## config.mk

```make
export PLATFORM = sky130hd
export DESIGN_NAME = aco_core
export DESIGN_NICKNAME = d
export VERILOG_FILES = /design/src/hdl/aco_pkg.sv /design/src/hdl/aco_core.sv
export SDC_FILE = /design/constraint.sdc
export NUM_CORES = 1
export LEC_CHECK = 0
export BUFFER_PORTS_ARGS = -buffer_cell sky130_fd_sc_hd__buf_2
export CORE_ASPECT_RATIO = 0.5
export CORE_MARGIN = 5
export CORE_UTILIZATION = 30
export CTS_CLUSTER_DIAMETER = 80
export DETAILED_ROUTE_END_ITERATION = 10
export GPL_TIMING_DRIVEN = 0
export PLACE_DENSITY_LB_ADDON = 0.1
export SLEW_MARGIN = 0
export SYNTH_ARGS = -nofsm -noshare
export SYNTH_HDL_FRONTEND = slang
export SYNTH_SLANG_ARGS = --single-unit
```

## constraint.sdc

```tcl
create_clock -name clk_sys -period 2.2 [get_ports clk_sys]
set_clock_uncertainty 0.2 [all_clocks]
set_input_delay 0.44 -clock clk_sys [delete_from_list [all_inputs] [get_ports clk_sys]]
set_output_delay 0.44 -clock clk_sys [all_outputs]
set_load 0.05 [all_outputs]
```

## src/hdl/aco_pkg.sv

```systemverilog
package aco_pkg;
  // Word and input widths
  localparam int CODE_W = 14;
  localparam int IN_W = 16;
  // System clock 25 MHz
  localparam int CLK_PERIOD_NS = 40;
  // No rising edge for this long means the clock has stopped
  localparam int STOP_TIME_NS = 1000;
  localparam int STOP_CYC = STOP_TIME_NS / CLK_PERIOD_NS;
  // Least power-down pulse that restarts the stabilizer
  localparam int PD_PULSE_NS = 1000;
  localparam int PD_CYC = (PD_PULSE_NS + CLK_PERIOD_NS - 1) / CLK_PERIOD_NS;
  localparam int RELOCK_EDGES = 100;
  localparam int PIPE_LAT = 5;
  // Full-scale limits in output code steps of the selected range
  localparam int FS_POS = 8191;
  localparam int FS_NEG = -8192;
  // Register offsets
  localparam logic [7:0] ADDR_STATUS = 8'h00;
  localparam logic [7:0] ADDR_IRQ_EN = 8'h04;
  localparam logic [7:0] ADDR_IRQ_CLR = 8'h08;
  localparam logic [7:0] ADDR_STATE = 8'h0C;
  // Status and enable bit positions
  localparam int IRQ_W = 3;
  localparam int EV_OVR = 0;
  localparam int EV_LOCK = 1;
  localparam int EV_LOST = 2;
  localparam logic [IRQ_W-1:0] IRQ_EN_RST = 3'h0;
  // Synchronised pin vector positions
  localparam int PIN_W = 6;
  localparam int PIN_CONV = 5;
  localparam int PIN_PD = 4;
  localparam int PIN_OEN = 3;
  localparam int PIN_RNG = 2;
  localparam int PIN_MODE = 0;
  localparam logic [PIN_W-1:0] PIN_RST = 6'h08;

  typedef enum logic [1:0] {
    MODE_GND = 2'b00,
    MODE_THIRD = 2'b01,
    MODE_TWO_THIRDS = 2'b10,
    MODE_SUPPLY = 2'b11
  } aco_mode_e;

  typedef enum logic [1:0] {
    LK_STOPPED = 2'b00,
    LK_RELOCK = 2'b01,
    LK_LOCKED = 2'b10
  } aco_lock_e;

  typedef struct packed {
    logic unrel;
    logic ovr;
    logic [CODE_W-1:0] code;
  } aco_word_s;

  typedef struct packed {
    logic oe;
    logic pd;
    logic rng_1v;
    logic twos;
    logic dcs_on;
    aco_lock_e lock;
  } aco_state_s;
endpackage

```

## src/hdl/aco_core.sv

```systemverilog
// Overview of operation
// Conversion clock never exceeds 25 Msps.
// Conversion clock stays at or above 1 Msps.
// Without stabilizer, clock duty cycle is 50 percent within 5 percent.
// Each clock half period lasts at least 18.9 ns.
// With stabilizer, sample on rising edge; falling edge made internally.
// After clock stop, one hundred edges to relock; samples flagged unreliable.
// Board straps mode pin at one or two thirds to enable stabilizer.
// With stabilizer, a power-down pulse over 1 us after power-up.
// 14-bit offset binary or two's complement, top bit inverted.
// Over-range flag set beyond full scale; code clamped to full scale.
// Range pin tied to supply for 2V, common mode for 1V. Here range_1v high selects the 1V range.
// Range pin should be strapped, not driven from logic.
// Sample appears five conversion edges after its capturing edge.
// Mode strap picks format; stabilizer only on the middle levels.
// Output-disable high turns off all data outputs and the flag.
// Capture logic registers code and flag together on one edge.
`timescale 1ns/1ns
`default_nettype none
module aco_core #(
  parameter int ADDR_W = 8,
  parameter int DATA_W = 8
) (
  input wire logic clk_sys, // System clock
  input wire logic resetn, // Async reset
  input wire logic conv_clk_pin, // Conversion clock pin
  input wire logic power_down_strap, // Power-down pin
  input wire logic oe_n, // Output disable pin
  input wire logic range_1v, // High selects 1V range
  input wire logic [1:0] mode_level, // Mode strap level
  input wire logic signed [15:0] sample_in, // Input in 2V-range steps
  input wire logic [ADDR_W-1:0] reg_addr, // Register address
  input wire logic [DATA_W-1:0] reg_wdata, // Write data
  input wire logic reg_wr, // Write strobe
  input wire logic reg_rd, // Read strobe
  output logic [DATA_W-1:0] reg_rdata, // Read data
  output logic irq, // Interrupt level
  output logic [13:0] sample_code, // Output word
  output logic over_range_flag, // Over-range flag
  output logic dout_oe, // Drive enable, code and flag
  output logic sample_unreliable, // Word taken while unlocked
  output logic int_clk_phase // Internal clock phase
);

  localparam logic [7:0] STOP_C = 8'(aco_pkg::STOP_CYC);
  localparam logic [7:0] PD_C = 8'(aco_pkg::PD_CYC);
  localparam logic [6:0] RELOCK_C = 7'(aco_pkg::RELOCK_EDGES);

  function automatic aco_pkg::aco_word_s code_sample(
    input logic signed [15:0] v, input logic rng1v, input logic twos,
    input logic unrel);
    aco_pkg::aco_word_s w;
    logic signed [16:0] s;
    s = rng1v ? {v, 1'b0} : {v[15], v};
    w.unrel = unrel;
    w.ovr = 1'b0;
    w.code = s[13:0];
    if (s > 17'(aco_pkg::FS_POS)) begin
      w.ovr = 1'b1;
      w.code = 14'h1FFF;
    end else if (s < 17'(aco_pkg::FS_NEG)) begin
      w.ovr = 1'b1;
      w.code = 14'h2000;
    end
    if (!twos) begin
      w.code[13] = ~w.code[13];
    end
    return w;
  endfunction

  // Pin synchroniser, level taken once stages two and three agree
  logic [aco_pkg::PIN_W-1:0] sy1_r, sy2_r, sy3_r, pin_r, pin_nxt;
  logic conv_d_r;
  always_comb begin
    pin_nxt = (sy2_r & ~(sy2_r ^ sy3_r)) | (pin_r & (sy2_r ^ sy3_r));
  end
  always_ff @(posedge clk_sys or negedge resetn) begin
    if (!resetn) begin
      sy1_r <= aco_pkg::PIN_RST;
      sy2_r <= aco_pkg::PIN_RST;
      sy3_r <= aco_pkg::PIN_RST;
      pin_r <= aco_pkg::PIN_RST;
      conv_d_r <= 1'b0;
    end else begin
      sy1_r <= {conv_clk_pin, power_down_strap, oe_n, range_1v, mode_level};
      sy2_r <= sy1_r;
      sy3_r <= sy2_r;
      pin_r <= pin_nxt;
      conv_d_r <= pin_r[aco_pkg::PIN_CONV];
    end
  end

  logic conv_lvl, conv_edge, pd_lvl, dcs_on, fmt_twos;
  aco_pkg::aco_mode_e mode;
  assign conv_lvl = pin_r[aco_pkg::PIN_CONV];
  assign conv_edge = conv_lvl & ~conv_d_r;
  assign pd_lvl = pin_r[aco_pkg::PIN_PD];
  assign mode = aco_pkg::aco_mode_e'(pin_r[aco_pkg::PIN_MODE +: 2]);
  assign dcs_on = (mode == aco_pkg::MODE_THIRD) ||
                  (mode == aco_pkg::MODE_TWO_THIRDS);
  assign fmt_twos = mode[1];

  // Stabilizer: lock tracking and internal falling edge
  aco_pkg::aco_lock_e lock_r, lock_nxt;
  logic [6:0] edge_cnt_r, edge_cnt_nxt;
  logic [7:0] idle_r, idle_nxt, per_r, per_nxt, pd_cnt_r, pd_cnt_nxt;
  logic pd_d_r, phase_r, phase_nxt, ev_lock, ev_lost;
  always_comb begin
    lock_nxt = lock_r;
    edge_cnt_nxt = edge_cnt_r;
    idle_nxt = (idle_r == STOP_C) ? idle_r : idle_r + 8'h01;
    per_nxt = per_r;
    pd_cnt_nxt = pd_lvl ? ((pd_cnt_r == PD_C) ? pd_cnt_r
                                              : pd_cnt_r + 8'h01) : 8'h00;
    phase_nxt = phase_r;
    ev_lock = 1'b0;
    ev_lost = 1'b0;
    if (conv_edge) begin
      idle_nxt = 8'h00;
      per_nxt = idle_r + 8'h01;
    end
    case (lock_r)
      aco_pkg::LK_STOPPED: begin
        if (conv_edge) begin
          lock_nxt = aco_pkg::LK_RELOCK;
          edge_cnt_nxt = 7'h00;
        end
      end
      aco_pkg::LK_RELOCK: begin
        if (conv_edge) begin
          edge_cnt_nxt = edge_cnt_r + 7'h01;
          if (edge_cnt_r == RELOCK_C - 7'h01) begin
            lock_nxt = aco_pkg::LK_LOCKED;
            ev_lock = 1'b1;
          end
        end
      end
      default: begin
      end
    endcase
    if (!conv_edge && idle_r == STOP_C - 8'h01 &&
        lock_r != aco_pkg::LK_STOPPED) begin
      lock_nxt = aco_pkg::LK_STOPPED;
      ev_lost = 1'b1;
    end
    if (pd_d_r && !pd_lvl && pd_cnt_r == PD_C) begin
      lock_nxt = aco_pkg::LK_STOPPED;
    end
    if (!dcs_on) begin
      phase_nxt = conv_lvl;
    end else if (conv_edge) begin
      phase_nxt = 1'b1;
    end else if (idle_r + 8'h01 >= {1'b0, per_r[7:1]}) begin
      phase_nxt = 1'b0;
    end
  end
  always_ff @(posedge clk_sys or negedge resetn) begin
    if (!resetn) begin
      lock_r <= aco_pkg::LK_STOPPED;
      edge_cnt_r <= 7'h00;
      idle_r <= 8'h00;
      per_r <= 8'h00;
      pd_cnt_r <= 8'h00;
      pd_d_r <= 1'b0;
      phase_r <= 1'b0;
    end else begin
      lock_r <= lock_nxt;
      edge_cnt_r <= edge_cnt_nxt;
      idle_r <= idle_nxt;
      per_r <= per_nxt;
      pd_cnt_r <= pd_cnt_nxt;
      pd_d_r <= pd_lvl;
      phase_r <= phase_nxt;
    end
  end

  // Conversion pipeline stepped by the conversion clock
  aco_pkg::aco_word_s pipe_r [0:aco_pkg::PIPE_LAT];
  aco_pkg::aco_word_s pipe_nxt [0:aco_pkg::PIPE_LAT];
  logic oe_r, oe_nxt;
  always_comb begin
    for (int i = 0; i <= aco_pkg::PIPE_LAT; i++) begin
      pipe_nxt[i] = pipe_r[i];
    end
    if (conv_edge) begin
      pipe_nxt[0] = code_sample(sample_in, pin_r[aco_pkg::PIN_RNG],
        fmt_twos, dcs_on && lock_r != aco_pkg::LK_LOCKED);
      for (int i = 1; i <= aco_pkg::PIPE_LAT; i++) begin
        pipe_nxt[i] = pipe_r[i-1];
      end
    end
    oe_nxt = !pin_r[aco_pkg::PIN_OEN] && !pd_lvl;
  end
  always_ff @(posedge clk_sys or negedge resetn) begin
    if (!resetn) begin
      for (int i = 0; i <= aco_pkg::PIPE_LAT; i++) begin
        pipe_r[i] <= '0;
      end
      oe_r <= 1'b0;
    end else begin
      pipe_r <= pipe_nxt;
      oe_r <= oe_nxt;
    end
  end

  assign sample_code = pipe_r[aco_pkg::PIPE_LAT].code;
  assign over_range_flag = pipe_r[aco_pkg::PIPE_LAT].ovr;
  assign sample_unreliable = pipe_r[aco_pkg::PIPE_LAT].unrel;
  assign dout_oe = oe_r;
  assign int_clk_phase = phase_r;

  // Registers and interrupt
  logic [aco_pkg::IRQ_W-1:0] stat_r, stat_nxt, en_r, en_nxt, ev;
  logic [DATA_W-1:0] rdata_r, rdata_nxt;
  aco_pkg::aco_state_s st;
  always_comb begin
    st = '{oe: oe_r, pd: pd_lvl, rng_1v: pin_r[aco_pkg::PIN_RNG],
           twos: fmt_twos, dcs_on: dcs_on, lock: lock_r};
    ev = '0;
    ev[aco_pkg::EV_OVR] = conv_edge && pipe_r[aco_pkg::PIPE_LAT-1].ovr;
    ev[aco_pkg::EV_LOCK] = ev_lock;
    ev[aco_pkg::EV_LOST] = ev_lost;
    stat_nxt = stat_r;
    en_nxt = en_r;
    rdata_nxt = '0;
    if (reg_wr && reg_addr == aco_pkg::ADDR_IRQ_CLR) begin
      stat_nxt = stat_r & ~reg_wdata[aco_pkg::IRQ_W-1:0];
    end else if (reg_wr && reg_addr == aco_pkg::ADDR_IRQ_EN) begin
      en_nxt = reg_wdata[aco_pkg::IRQ_W-1:0];
    end
    stat_nxt = stat_nxt | ev;
    if (reg_rd && reg_addr == aco_pkg::ADDR_STATUS) begin
      rdata_nxt = DATA_W'(stat_r);
    end else if (reg_rd && reg_addr == aco_pkg::ADDR_IRQ_EN) begin
      rdata_nxt = DATA_W'(en_r);
    end else if (reg_rd && reg_addr == aco_pkg::ADDR_STATE) begin
      rdata_nxt = DATA_W'(st);
    end
  end
  always_ff @(posedge clk_sys or negedge resetn) begin
    if (!resetn) begin
      stat_r <= '0;
      en_r <= aco_pkg::IRQ_EN_RST;
      rdata_r <= '0;
    end else begin
      stat_r <= stat_nxt;
      en_r <= en_nxt;
      rdata_r <= rdata_nxt;
    end
  end
  assign reg_rdata = rdata_r;
  assign irq = |(stat_r & en_r);
endmodule // aco_core
`default_nettype wire

```

* After elaboration in Yosys (flattened, before gate mapping)
Cells that the tools add are included.
** Word-level totals
- Word-level logic and storage cells :: 126
- Input port bits :: 42
- Bits in registers :: 171
** Operators by class
- Mux-type cells :: 29
- $add $sub $neg :: 3
- Eq/ne operators :: 19
- Reduce and logical (&&, ||, !) cells :: 25
- Bitwise operators :: 13
- Order comparisons :: 3
** Operators with widths (count)
- $mux 15 :: 3
- $mux 7 :: 5
- $mux 8 :: 4
- $eq 8x5->1 const B :: 3
- $gt 17x14->1 const B :: 1
- $lt 17x14->1 const B :: 1
- $add 8x1->8 const B :: 2
- $eq 8x4->1 const B :: 2
- $mux 16 :: 1
- $pmux 7 s2 :: 1
- $and 6x6->6 :: 2
- $logic_and 1x1->1 :: 12
- $ne 4x4->1 const B :: 3
- $mux 2 :: 5
- $ne 2x2->1 const B :: 5
- $eq 8x3->1 const B :: 1
- $ge 8x7->1 :: 1
- $logic_not 8->1 :: 1
- $mux 1 :: 8
- $add 7x1->7 const B :: 1
- $eq 7x7->1 const B :: 1
- $and 3x3->3 :: 2
- $not 6->6 :: 1
- $or 6x6->6 :: 1
- 19 further kinds :: 25

* Longest topological paths before layout
- Depth in word-level cells :: 7
- Mapped depth :: 9
- Depth with buffers taken out :: 9

* Least setup slack after synthesis
No wires, ideal clock.
- Path type :: reg-to-reg
- From :: register idle_r[0]
- To :: register phase_r, in the netlist int_clk_phase
- Data arrival time :: 1.973 ns
- Slack :: -0.040 ns
- Data required time :: 1.933 ns
- Path buffers :: 0
- Clock period less this slack :: 2.240 ns
- Cell stages (with the launch flop) :: 9
- Cells stage by stage :: dfrtp_1 > ha_1 > nand4_1 > xor2_1 > inv_1 > ha_1 > or4b_1 > a21oi_1 > a32o_1
** On the way
- Word-level cells in the longest chain between the ends :: 3
** RTL lines
- start, declared :: RTL line aco_core.sv:106 : logic [7:0] idle_r, idle_nxt, per_r, per_nxt, pd_cnt_r, pd_cnt_nxt;
- start signal, assigned :: RTL line aco_core.sv:169 : idle_r <= idle_nxt;
- $add 8x1->8 :: RTL line aco_core.sv:153 : end else if (idle_r + 8'h01 >= {1'b0, per_r[7:1]}) begin
- $ge 8x7->1 :: RTL line aco_core.sv:153
- $ne 3x2->1 (no line)
- end signal, assigned :: RTL line aco_core.sv:173 : phase_r <= phase_nxt;
- end, declared :: RTL line aco_core.sv:107 : logic pd_d_r, phase_r, phase_nxt, ev_lock, ev_lost;
No other way between the ends.
A chain may end at the register's enable or synchronous reset.

* Worst setup path in the final report
- From :: register idle_r[1]
- To :: register phase_r, in the netlist int_clk_phase
The elaborated chain is that of the path after synthesis.

==> impl.org <==
** Status
- Status :: finished with violations
- Failing checks :: negative setup slack

** Routing
- Number of remaining DRC errors :: 0
- Initial DRC Count :: 320
- 1st-pass router iterations :: 4
- After detailed routing, the number of vias per cell comes to 4.29.
- Once detail routing completed, the nets flagged for antenna violations numbered 0.
- Dividing the detail-routed wire length by the instance count gives 13.4 um.
- Detailed-route via count :: 4,783
- The routed design has 14,900 um of wire.

** Logic synthesis
- Of the total synthesized cell area, the portion taken by full adders, half adders and majority gates is 0.0318.
- Syn Area/Cell :: 9.96 um^2
- Share of cell area taken by muxes after synthesis :: 0.0268
- Of the total synthesized cell area, the portion taken by AND, OR, NAND and NOR gates is 0.217.
- For this run, the register share of the synthesized area comes to 0.605.
- The compound-cell area share of the yosys netlist came to 0.0558.
- XOR/XNOR share of the synthesized area :: 0.0188
- FF+latch count, synth :: 169
- The share of synthesized area in the top cell type comes to 0.590.
- Proportion of register bits with asynchronous set or reset after synthesis :: 1.00
- Library cell with the highest instance count after synthesis :: sky130_fd_sc_hd__nand2_1
- The synthesized netlist contains 48 unique library cells.
- For this run, the number of Yosys warnings is 0.
- By count the netlist is led by sky130_fd_sc_hd__nand2_1 (275), sky130_fd_sc_hd__dfrtp_1 (165), sky130_fd_sc_hd__nor2_1 (34), sky130_fd_sc_hd__clkbuf_1 (22), sky130_fd_sc_hd__inv_1 (18).
- In the synthesized netlist the dominant register cell turns out to be sky130_fd_sc_hd__dfrtp_1.
- Post-synthesis net count :: 757
- The synthesized design contains 0 enable-type register cells.
- Cell type contributing the most total cell area after synthesis :: sky130_fd_sc_hd__dfrtp_1
- By area, the combinational part of the netlist is dominated by simple AND/OR/NAND/NOR gates.
- Instance count of the mapped netlist :: 702
- Area contributors post-synth :: sky130_fd_sc_hd__dfrtp_1 (59%), sky130_fd_sc_hd__nand2_1 (15%), sky130_fd_sc_hd__ha_1 (2.3%)
- The mapped netlist covers 0.00699 mm^2.

** Setup path
- Startpoint type of the worst setup path :: flop
- Of all nets on the critical path, the largest fanout is 3.
- STA classifies the critical path endpoint as a flop.
- STA puts the critical path data required time at 2.36 ns.
- The slowest stage of the critical path is the sky130_fd_sc_hd__or4b_4 cell.
- STA puts the critical path data arrival time at 2.41 ns.
- Number of buffers and inverters on the critical path :: 1
- In this design, the stage delay of the slowest critical-path cell is 0.51 ns.
- Worst Setup Path Type :: reg -> reg
- The worst register-to-register path begins at idle_r[1].
- CP Cell Sequence :: ha_4 -> nand4_1 -> xor2_2 -> inv_1 -> ha_2 -> or4b_4 -> a21oi_2 -> a32o_1
- In this design, the largest share of critical-path delay is due to simple AND/OR/NAND/NOR gates.
- The critical path starts at idle_r[1].

** Clocking
- Latest clock arrival within the worst-skew pair :: 0.43 ns
- The cell sitting at the root of the clock tree is a sky130_fd_sc_hd__clkbuf_16.
- Counting along the longest clock path gives a buffer depth of 2.
- TritonCTS built the clock tree.
- Number of levels the H-tree was split into :: 4
- Counting every sink on the clock net gives 169.
- Clock transition at the registers of the reported paths :: 0.07 ns
- Buffers inserted during clock tree synthesis total 17.

** Placed design
- Input and output buffers added on the ports amount to 61.
- Worst slack, placed :: -0.388 ns
- Final HPWL DP :: 10,300 um
- Placer's final routability congestion estimate :: 0.769

** STA
- Number of pins exceeding their max-slew limit in the final report :: 0
- Across all setup checks in the final design, the least slack found is -0.0424 ns.
- Period Utilization, post-route :: 1.02
- The worst path in the final design needs a cycle of 2.24 ns, including I/O delays and setup.
- Setup violations remaining at the end of the flow were counted as 1.
- The count of endpoints failing hold in the final timing report was 0.
- WHS :: 0.0578 ns
- Total negative slack :: -0.0424 ns
- Setup repair after global routing could not meet its margin everywhere.
- Max_slew headroom :: 0.530
- Actual slew at the worst max-slew pin :: 0.697 ns
- F_max :: 0.446 GHz

** Power and ir drop
- Of the total power, the share spent switching nets is 0.332.
- Portion of total power attributed to the clock network :: 0.303
- Of the total power, registers draw 0.462.
- Power after layout :: 9.42 mW
- Psw :: 3.13 mW
- Pwr Density :: 1120 mW/mm^2
- IR analysis of the VDD net gives a maximum drop of 406 uV.
- Int Pwr :: 6.29 mW
- Of the total power, combinational logic draws 0.235.
- Static leakage power :: 4.30 nW

** Global route
- Via count of the first global-routing pass :: 4,989
- GRT overflow :: 0
- Entering global routing, the biggest net connects 87 pins.
- The first global-routing pass estimated 25,400 um of wire.
- For this run, the total global-route usage over all layers was measured as 0.119.
- Initial antenna violation count :: 0

** Worst hold path
- The worst hold path belongs to the class in -> reg.
- In this run the most critical hold path is launched from reg_wdata[0].

** Finish
- The repair_antennas step left the layout with diodes totalling 0.
- Layout cell share with drive strength beyond 1 :: 0.183
- P&R area growth vs syn :: 20.7%
- Once layout is complete, the utilization of the core stands at 0.369.
- The final layout contains 850 nets.

** Die
- The floorplan step defined a core boundary enclosing 0.0229 mm^2.
- Die width :: 226 um
- Initial cell density of the core :: 0.306
- Pin placement for this block handled 69 I/O pins.
- Die Outline Area :: 0.0267 mm^2
- The floorplan has 39 rows.
- Y dimension of the die :: 118 um

** Run
- The tool flagged a number of max-cap violations equal to 0.
[kinds of logic (layout without fill, tap and decap cells)]
group | Yosys count | count (layout)
simple gates | 363 | 363
xor+xnor | 15 | 15
other cells | 1 | 1
mux | 17 | 17
flops | 169 | 169
buf+inv | 64 | 170
compound gates | 54 | 54
fa+ha+maj | 19 | 19
[repair_timing]
action                                  4_1_cts  5_1_grt
endpoints found under the setup margin       46       13
hold buffers                                  7        0
resized for setup                             8        9
setup buffers                                 5        1
endpoints found under the hold margin        85        0
pin swaps                                     3        4
[cell usage in the layout (no fill, tap or decap), drive strengths merged, types with 7 or more instances in the layout]
master | Yosys | final
o21ai | 15 | 15
mux2i | 12 | 12
clkbuf | 22 | 38
nor2 | 35 | 35
nand2 | 275 | 275
buf | 24 | 92
dlygate4sd3 | 0 | 7
inv | 18 | 20
dfrtp | 165 | 165
ha | 13 | 13
and2 | 12 | 12
nand3 | 11 | 11
o22a | 14 | 14
clkinv | 0 | 8
xnor2 | 10 | 10
[path summary, 6_finish.rpt]
check                                  to  cells past startpoint  slack [ns]
hold / removal                    en_r[0]                      2        0.06
setup / recovery            int_clk_phase                      8       -0.04
setup reg to reg            int_clk_phase                      8       -0.04
min in group asynchronous   edge_cnt_r[3]                      2        0.41
hold reg to reg                  sy2_r[4]                      0        0.15
max in group asynchronous  sample_code[1]                      3        0.54
[flip-flops by register name (all words and copies together) (netlist names), named ones only]
signal,count
pipe_r,80
sample_code,14
idle_r,8
pd_cnt_r,8
edge_cnt_r,7
per_r,7
reg_rdata,7
sy1_r,6
sy2_r,6
sy3_r,6
en_r,3
stat_r,3
lock_r,2
conv_d_r,1
dout_oe,1
int_clk_phase,1
over_range_flag,1
pd_d_r,1
sample_unreliable,1
[area by class of cell]
class	count	area, um^2
buffer	45	243
fill	2367	14400
inverter	18	67.6
sequential	169	4240
clock buffer	17	425
timing repair buffer	75	458
tap	307	384
clock inverter	15	129
multi-input combinational	469	2500
[stage by stage]
stage                     cell area, um^2  instances
after global placement               7690       1070
after floorplan                      7000        702
after detailed placement             7720       1071
after CTS                            8420       1114
after global routing                 8440       1115
final                                8440       1115
[worst register-to-register path, cell delays in order, from the launching register on]
cell and delay (ns):
sky130_fd_sc_hd__dfrtp_1 0.42, sky130_fd_sc_hd__ha_4 0.17, sky130_fd_sc_hd__nand4_1 0.16, sky130_fd_sc_hd__xor2_2 0.23, sky130_fd_sc_hd__inv_1 0.06, sky130_fd_sc_hd__ha_2 0.16, sky130_fd_sc_hd__or4b_4 0.51, sky130_fd_sc_hd__a21oi_2 0.11
sky130_fd_sc_hd__a32o_1 0.17
[power groups by stage]
| stage | registers (mW) | logic (mW) | clock network, mW |
|---|---|---|---|
| floorplan | 4.36 | 1.58 | 0 |
| global placement | 4.40 | 2.14 | 0 |
| detailed placement | 4.42 | 2.16 | 0 |
| CTS | 4.36 | 2.24 | 2.96 |
| global route | 4.46 | 2.51 | 3.07 |
| finish | 4.35 | 2.21 | 2.86 |
[per-layer routing]
| layer | wire, um | global-route usage | up-vias |
|---|---|---|---|
| met5 | 0 | 0 | - |
| met4 | 166 | 0.0370 | 0 |
| met3 | 438 | 0.0334 | 13 |
| met2 | 6950 | 0.189 | 34 |
| met1 | 7350 | 0.157 | 2295 |
| li1 | - | - | 2441 |
Power figures use the tool's default switching activity.
